==> config.mk <==
export PLATFORM = sky130hd
export DESIGN_NAME = sync_coast_format_control_regs
export DESIGN_NICKNAME = d
export VERILOG_FILES = /design/src/sync_coast_pkg.sv /design/src/sync_coast_format_control_regs.sv
export SDC_FILE = /design/constraint.sdc
export NUM_CORES = 1
export LEC_CHECK = 0
export ABC_CLOCK_PERIOD_IN_PS = 3800
export BUFFER_PORTS_ARGS = -buffer_cell sky130_fd_sc_hd__buf_4
export CORE_ASPECT_RATIO = 1.4
export CORE_MARGIN = 10
export CORE_UTILIZATION = 40
export DETAILED_ROUTE_END_ITERATION = 12
export GPL_ROUTABILITY_DRIVEN = 0
export PLACE_DENSITY = 0.55
export SLEW_MARGIN = 10
export SYNTH_ARGS = -nofsm -noshare
export SYNTH_HDL_FRONTEND = slang
export SYNTH_SLANG_ARGS = --single-unit
==> constraint.sdc <==
create_clock -name clk -period 3.8 [get_ports clk]
set_input_delay 0.76 -clock clk [delete_from_list [all_inputs] [get_ports clk]]
set_output_delay 0.76 -clock clk [all_outputs]
set_load 0.01 [all_outputs]
==> src/sync_coast_pkg.sv <==
/*
 * Constants for the sync, coast and output format control register bank.
 * Assumes a 2-wire serial front end that turns bus transactions into
 * byte-wide register write strobes and read addresses on the core clock.
 */
package sync_coast_pkg;
	localparam logic [7:0] ADDR_DIV_HIGH = 8'h01;
	localparam logic [7:0] ADDR_DIV_LOW = 8'h02;
	localparam logic [7:0] ADDR_POL_SOURCE = 8'h0f;
	localparam logic [7:0] ADDR_SEP_THRESH = 8'h13;
	localparam logic [7:0] ADDR_POL_OVERRIDE = 8'h14;
	localparam logic [7:0] ADDR_POL_STATUS = 8'h15;
	localparam logic [7:0] ADDR_GREEN_SLICER = 8'h16;
	localparam logic [7:0] ADDR_COAST_LEAD = 8'h17;
	localparam logic [7:0] ADDR_COAST_TRAIL = 8'h18;
	localparam logic [7:0] ADDR_TEST_KEEP = 8'h19;
	localparam logic [7:0] ADDR_TEST_A = 8'h1a;
	localparam logic [7:0] ADDR_TEST_B = 8'h1b;
	localparam logic [7:0] ADDR_FORMAT = 8'h1c;
	localparam logic [7:0] ADDR_RSVD_FIRST = 8'h1d;
	localparam logic [7:0] ADDR_RSVD_LAST = 8'h1f;

	localparam logic [7:0] RST_SEP_THRESH = 8'h20;
	localparam logic [7:0] RST_POL_OVERRIDE = 8'h10;
	localparam logic [7:0] RST_GREEN_SLICER = 8'hb8;
	localparam logic [7:0] RST_COAST_LEAD = 8'h00;
	localparam logic [7:0] RST_COAST_TRAIL = 8'h00;
	localparam logic [7:0] RST_TEST_KEEP = 8'h00;
	localparam logic [7:0] RST_TEST_A = 8'hff;
	localparam logic [7:0] RST_TEST_B = 8'h00;
	localparam logic [7:0] RST_FORMAT = 8'h07;
	localparam logic [7:0] RST_POL_SOURCE = 8'h00;
	localparam logic [7:0] RST_DIV_HIGH = 8'h69;
	localparam logic [7:0] RST_DIV_LOW = 8'hd0;
	localparam logic [7:0] RSVD_READ_VALUE = 8'h00;

	localparam int BIT_SCAN_EN = 2;
	localparam int BIT_COAST_OVR = 1;
	localparam int BIT_HSYNC_OVR = 0;
	localparam int BIT_SRC_HSYNC_POL = 7;
	localparam int BIT_SRC_COAST_POL = 6;
	localparam int BIT_STAT_HSYNC = 7;
	localparam int BIT_STAT_VSYNC = 6;
	localparam int BIT_STAT_COAST = 5;
	localparam int BIT_FORMAT_444 = 0;
	localparam int SLICER_LSB = 3;
	localparam int SLICER_W = 5;
	localparam int DIV_W = 12;
	localparam int DIV_LOW_LSB = 4;
endpackage

==> src/sync_coast_format_control_regs.sv <==
/*
 * Control register bank for sync separation, coast, polarity and output
 * format, plus the pixel divider shadow/load logic.
 * Assumes the serial front end delivers one-cycle write strobes with
 * address and data, and samples read data two cycles after raising rd_addr.
 * Detected polarity levels come from pins and are synchronised here.
 */
`timescale 1ns/100ps
module sync_coast_format_control_regs (
	// Clock and reset
	input wire logic clk,
	input wire logic resetn,
	// Register access from the serial front end
	input wire logic wr_en,
	input wire logic [7:0] wr_addr,
	input wire logic [7:0] wr_data,
	input wire logic [7:0] rd_addr,
	output logic [7:0] rd_data,
	// Detected polarities from the sync processor (asynchronous)
	input wire logic hsync_pol_detected,
	input wire logic coast_pol_detected,
	input wire logic vsync_out_active_high,
	// Settings to the sync, coast and output logic
	output logic [7:0] sep_threshold,
	output logic scan_enable,
	output logic hsync_pol_used,
	output logic coast_pol_used,
	output logic [sync_coast_pkg::SLICER_W-1:0] slicer_threshold,
	output logic [7:0] coast_lead_count,
	output logic [7:0] coast_trail_count,
	output logic format_444,
	output logic [sync_coast_pkg::DIV_W:0] pixel_divide_ratio,
	output logic pixel_divider_load
);
	import sync_coast_pkg::*;

	typedef struct packed {
		logic [7:0] sep_thresh;
		logic [7:0] pol_override;
		logic [7:0] green_slicer;
		logic [7:0] coast_lead;
		logic [7:0] coast_trail;
		logic [7:0] test_keep;
		logic [7:0] test_a;
		logic [7:0] test_b;
		logic [7:0] format;
		logic [7:0] pol_source;
		logic [7:0] div_high;
		logic [7:0] div_low;
		logic [DIV_W-1:0] pixel_divider_value;
		logic [DIV_W:0] div_ratio;
		logic div_load;
		logic [2:0] hs_sync;
		logic [2:0] cs_sync;
		logic [2:0] vs_sync;
		logic hs_pol;
		logic cs_pol;
		logic vs_pol;
		logic [7:0] rd_data;
		logic hs_used;
		logic cs_used;
	} state_t;

	state_t s_q;
	state_t s_d;
	logic [7:0] status_byte;

	always_comb begin
		s_d = s_q;
		s_d.div_load = 1'b0;
		// Three-stage capture; a level counts once the last two stages agree
		s_d.hs_sync = {s_q.hs_sync[1:0], hsync_pol_detected};
		s_d.cs_sync = {s_q.cs_sync[1:0], coast_pol_detected};
		s_d.vs_sync = {s_q.vs_sync[1:0], vsync_out_active_high};
		if (s_q.hs_sync[2] == s_q.hs_sync[1]) begin
			s_d.hs_pol = s_q.hs_sync[2];
		end
		if (s_q.cs_sync[2] == s_q.cs_sync[1]) begin
			s_d.cs_pol = s_q.cs_sync[2];
		end
		if (s_q.vs_sync[2] == s_q.vs_sync[1]) begin
			s_d.vs_pol = s_q.vs_sync[2];
		end

		if (wr_en) begin
			unique case (wr_addr)
				ADDR_DIV_HIGH: begin
					// Held pending until the low half is written
					s_d.div_high = wr_data;
				end
				ADDR_DIV_LOW: begin
					s_d.div_low = wr_data;
					s_d.pixel_divider_value = {s_q.div_high, wr_data[7:DIV_LOW_LSB]};
					s_d.div_load = 1'b1;
				end
				ADDR_POL_SOURCE: begin
					s_d.pol_source = wr_data;
				end
				ADDR_SEP_THRESH: begin
					s_d.sep_thresh = wr_data;
				end
				ADDR_POL_OVERRIDE: begin
					s_d.pol_override = wr_data;
				end
				ADDR_GREEN_SLICER: begin
					s_d.green_slicer = wr_data;
				end
				ADDR_COAST_LEAD: begin
					s_d.coast_lead = wr_data;
				end
				ADDR_COAST_TRAIL: begin
					s_d.coast_trail = wr_data;
				end
				ADDR_TEST_KEEP: begin
					s_d.test_keep = wr_data;
				end
				ADDR_TEST_A: begin
					s_d.test_a = wr_data;
				end
				ADDR_TEST_B: begin
					s_d.test_b = wr_data;
				end
				ADDR_FORMAT: begin
					s_d.format = wr_data;
				end
				default: begin
					// Status, reserved and unmapped locations keep no state
				end
			endcase
		end

		// Ratio is registered so the output comes straight from a flop; extra bit keeps 4095+1
		s_d.div_ratio = {1'b0, s_d.pixel_divider_value} + 13'h001;

		// Override picks the host's polarity, else the detected one
		s_d.hs_used = s_q.pol_override[BIT_HSYNC_OVR] ? s_q.pol_source[BIT_SRC_HSYNC_POL] : s_q.hs_pol;
		s_d.cs_used = s_q.pol_override[BIT_COAST_OVR] ? s_q.pol_source[BIT_SRC_COAST_POL] : s_q.cs_pol;

		status_byte = 8'h00;
		status_byte[BIT_STAT_HSYNC] = s_q.hs_pol;
		status_byte[BIT_STAT_VSYNC] = ~s_q.vs_pol;
		status_byte[BIT_STAT_COAST] = s_q.cs_pol;

		unique case (rd_addr)
			ADDR_DIV_HIGH: s_d.rd_data = s_q.div_high;
			ADDR_DIV_LOW: s_d.rd_data = s_q.div_low;
			ADDR_POL_SOURCE: s_d.rd_data = s_q.pol_source;
			ADDR_SEP_THRESH: s_d.rd_data = s_q.sep_thresh;
			ADDR_POL_OVERRIDE: s_d.rd_data = s_q.pol_override;
			ADDR_POL_STATUS: s_d.rd_data = status_byte;
			ADDR_GREEN_SLICER: s_d.rd_data = s_q.green_slicer;
			ADDR_COAST_LEAD: s_d.rd_data = s_q.coast_lead;
			ADDR_COAST_TRAIL: s_d.rd_data = s_q.coast_trail;
			ADDR_TEST_KEEP: s_d.rd_data = s_q.test_keep;
			ADDR_TEST_A: s_d.rd_data = s_q.test_a;
			ADDR_TEST_B: s_d.rd_data = s_q.test_b;
			ADDR_FORMAT: s_d.rd_data = s_q.format;
			default: s_d.rd_data = RSVD_READ_VALUE;
		endcase
	end

	always_ff @(posedge clk or negedge resetn) begin
		if (!resetn) begin
			s_q <= '0;
			s_q.sep_thresh <= RST_SEP_THRESH;
			s_q.pol_override <= RST_POL_OVERRIDE;
			s_q.green_slicer <= RST_GREEN_SLICER;
			s_q.coast_lead <= RST_COAST_LEAD;
			s_q.coast_trail <= RST_COAST_TRAIL;
			s_q.test_keep <= RST_TEST_KEEP;
			s_q.test_a <= RST_TEST_A;
			s_q.test_b <= RST_TEST_B;
			s_q.format <= RST_FORMAT;
			s_q.pol_source <= RST_POL_SOURCE;
			s_q.div_high <= RST_DIV_HIGH;
			s_q.div_low <= RST_DIV_LOW;
			s_q.pixel_divider_value <= {RST_DIV_HIGH, RST_DIV_LOW[7:DIV_LOW_LSB]};
			s_q.div_ratio <= {1'b0, RST_DIV_HIGH, RST_DIV_LOW[7:DIV_LOW_LSB]} + 13'h001;
		end else begin
			s_q <= s_d;
		end
	end

	assign rd_data = s_q.rd_data;
	assign sep_threshold = s_q.sep_thresh;
	assign scan_enable = s_q.pol_override[BIT_SCAN_EN];
	assign hsync_pol_used = s_q.hs_used;
	assign coast_pol_used = s_q.cs_used;
	assign slicer_threshold = s_q.green_slicer[SLICER_LSB +: SLICER_W];
	assign coast_lead_count = s_q.coast_lead;
	assign coast_trail_count = s_q.coast_trail;
	assign format_444 = s_q.format[BIT_FORMAT_444];
	assign pixel_divide_ratio = s_q.div_ratio;
	assign pixel_divider_load = s_q.div_load;
endmodule

==> results by stage <==
Job:
- The tool flagged a number of max-cap violations equal to 0.

Timing:
- The number of hold violations in the final report is 0.
- The fmax is 387 MHz.
- The share of the clock period used by the worst path after layout is 68.0%.
- Setup repair after global routing left no endpoint under its margin.
- The worst clock skew is 0.00681 ns.
- The slew of the pin with the lowest slew margin is 0.826 ns.
- The setup violation total in the final timing report is 0.
- Summed over all failing endpoints, the final setup total negative slack is 0 ns.
- The number of pins exceeding their max-slew limit in the final report was 0.
- The worst path in the final design needs a cycle of 2.58 ns, including I/O delays and setup.
- The worst slew margin relative to its limit is 44.6%.

Cells and area:
- The number of antenna diodes in the final layout is 0.
- The net count reported at finish is 627.
- Cells fill 47.5% of the core in the end.
- The post-synthesis to final-layout area growth is 17.6%.
- The number of filler cells placed in the layout is 1536.
- Of the cells placed in the final design, the portion with a size suffix greater than 1 is 41.8%.

Routing:
- The detailed-route vias per instance is 5.45.
- The average wire per cell in the routed design is 21.4 um.
- For this run, design rule violations remaining after detail routing come to 0.
- For this block, the initial DRC count from the detailed router was 238.
- The count of antenna-violating nets left after detailed routing is 0.
- Before antenna repair, the detailed router went through 6 iterations.
- After detailed routing, the total wire length is 17.3 mm.
- The total via count after detailed routing is 4423.

Clocking:
- The number of buffers inserted by hold repair at cts is 0.
- The later pin in the worst-skew pair is clocked with a latency of 0.42 ns.
- Buffers added to address setup during post-CTS repair amount to 0.
- The clock tree synthesis step divided the H-tree into 4 levels.
- The clock net sink count is 144.
- The TritonCTS buffer count is 17.
- TritonCTS built the clock tree.
- The clock-pin slew of the registers on the worst-case setup and hold paths is 0.06 ns.
- The post-cts repair resize count is 0.
- The maximum clock insertion buffer count is 2.
- The root buffer cell is clkbuf_16.

Critical path:
- The endpoint required time on the critical path is 4.10 ns.
- The endpoint type of the worst setup path is a flip-flop.
- For this design, the slowest cell found on the critical path is nand3_1.
- The biggest fanout along the worst timing path is 8.
- The data arrival time at the worst-slack endpoint is 2.88 ns.
- The biggest cell delay along the critical path is 0.57 ns.
- The class of the most critical setup path is primary input to flip-flop.
- The signal on the critical path passes through buf_4 -> nor4b_2 -> nand2_1 -> nor3b_1 -> nand3_1 -> mux2_2.
- The cell family contributing the most delay on the critical path is simple AND/OR/NAND/NOR gates.
- Together, buffers and inverters on the worst path number 1.
- The startpoint type of the worst setup path is a primary input.

Floorplan:
- The die area is 22500 um^2.
- For this design the top-level I/O count stands at 85.
- The floorplan core area is 16700 um^2.
- The chip height is 174 um.
- The die outline width is 130 um.
- The initialized floorplan defines 56 standard-cell rows.
- The starting density of the core is 40.4%.

Global routing:
- The number of antenna violations at the first check in global routing came to 0.
- Entering global routing, the biggest net connects 77 pins.
- The first global-routing pass estimated 27.5 mm of wire.
- The global-route total usage across every layer is 15.9%.
- For this run the aggregate overflow at the end of global routing stands at 0.
- The number of global-route vias before repair is 4741.

Synth:
- Yosys printed 0 warnings.
- Counting every net in the synthesized netlist gives 595.
- The share of the Yosys chip area taken by registers is 54.2%.
- The average size of a mapped cell is 11.9 um^2.
- In the synthesized netlist the dominant register cell turns out to be dfrtp_1.
- The cell count after synthesis is 564.
- The number of enable-type register cells in the synthesized netlist is 0.
- The share of synthesized registers carrying an async set or reset is 100%.
- The post-synthesis instance area is 6740 um^2.
- After synthesis the netlist holds a flip-flop and latch count of 144.
- The count of unique library cells instantiated by Yosys is 50.

Pwr:
- In this run the power density over the cells is 492 nW/um^2.
- The analysis attributes to cell leakage a power of 3.79 nW.
- The worst vdd rail ir drop is 0.303 mV.

Placed design:
- The half-perimeter wire length after placement is 12.5 mm.
- The port buffer count is 84.

Status:
- The run finished with clean final reports.

Worst hold path:
- The class of the most critical hold timing path is flip-flop to flip-flop.
==> registers in the layout, indices dropped and copies added, names as in the netlist <==
name	flops
pixel_divide_ratio	13
s_d	6
slicer_threshold	5
coast_pol_used	1
s_q	83
scan_enable	1
coast_lead_count	8
coast_trail_count	8
sep_threshold	8
rd_data	8
hsync_pol_used	1
format_444	1
pixel_divider_load	1
==> final cells by class <==
cell class	instances	area (um^2)	share of cell area, %
Sequential cell	144	3650	46.1
Multi-Input combinational cell	334	2570	32.5
Timing Repair Buffer	95	717	9.05
Clock buffer	22	484	6.11
Tap cell	203	254	3.21
Clock inverter	9	226	2.86
Inverter	4	15.0	0.190
==> layer usage <==
layer | part of all wire [%] | routed length [um] | global-route usage [%]
met1 | 40 | 6950 | 18.4
met2 | 52 | 9070 | 27.3
met3 | 4.5 | 775 | 3.76
met4 | 3.0 | 523 | 6.77
met5 | 0 | 0 | 0
==> through the flow <==
stage / cell area [um^2] / worst slack (ns) / hold WS [ns] / total power, W / std cells
final: 7920 / 1.22 / 0.346 / 0.00390 / 811
after global routing: 7920 / 1.03 / 0.362 / 0.00404 / 811
after CTS: 7920 / 1.18 / 0.349 / 0.00394 / 811
after detailed placement: 7210 / 0.742 / 0.336 / 0.00194 / 780
after global placement: 7210 / 0.880 / 0.332 / 0.00193 / 780
after floorplan: 6740 / 0.852 / 0.331 / 0.00181 / 564
==> report_power, final <==
group	internal [W]	switching (W)	leakage, nW	total, W
combinational	0.000111	0.000138	1.63	0.000249
clock	0.00137	0.000626	0.343	0.00199
sequential	0.00161	0.0000440	1.82	0.00166
total	0.00309	0.000808	3.79	0.00390
==> Yosys cell counts (7+ instances only) <==
master	number	share of area [%]
dfstp_2	38	15
clkbuf_1	28	1.6
nand4_1	9	0.84
nor2b_1	9	0.84
nor2_1	12	0.67
dfrtp_1	106	39
and3_1	9	0.84
a22oi_1	14	1.6
o21ai_0	7	0.52
mux2_1	16	2.7
nand2_1	71	4.0
mux2_2	85	14
mux2i_1	8	1.2
nand3_1	18	1.3
buf_4	51	5.7
==> cell families after synthesis <==
logic type	count (synthesis)	share of synthesized area, %
and+or+nand+nor	150	11.1
DFF	144	54.2
muxes	110	18.4
buffers and inverters	86	7.69
AOI/OAI and AO/OA	59	6.52
xor gates and xnor gates	11	1.43
adders and majority gates	4	0.632
==> path summary, 6_finish.rpt <==
check	startpoint	endpoint	slack (ns)	cells past startpoint
min in group asynchronous	resetn	s_q[44]	0.36	1
max	wr_addr[5]	coast_lead_count[3]	1.22	6
min	s_d[17]	s_d[18]	0.35	0
max reg2reg	s_q[36]	pixel_divide_ratio[10]	1.94	7
min reg2reg	s_d[17]	s_d[18]	0.35	0
max in group asynchronous	resetn	s_q[132]	2.57	2
==> cells in the final DEF (no fill, tap or decap), types with 2 or more instances in the layout <==
master     netlist  final
a211oi_1         4      4
a21oi_1          5      5
a22o_1           6      6
a22oi_1         14     14
a31oi_1          4      4
a32oi_1          6      6
and2_1           2      2
and3_1           9      9
buf_4           51     94
bufinv_16        0      7
clkbuf_16        0     17
clkbuf_8         0      4
dfrtp_1        106    106
dfstp_2         38     38
inv_1            4      4
maj3_1           3      3
mux2_1          16     16
mux2_2          85     85
mux2i_1          8      8
nand2_1         71     71
nand3_1         18     18
nand4_1          9      9
nor2_1          12     12
nor2b_1          9      9
nor3_1           3      3
nor3_2           2      2
nor3b_1          3      3
nor4b_2          1      2
o2111a_1         2      2
o211ai_1         3      3
o21ai_0          7      7
o2bb2ai_1        2      2
or4_1            2      2
xnor2_1          6      6
xor2_1           5      5
Power figures use the tool's default switching activity.
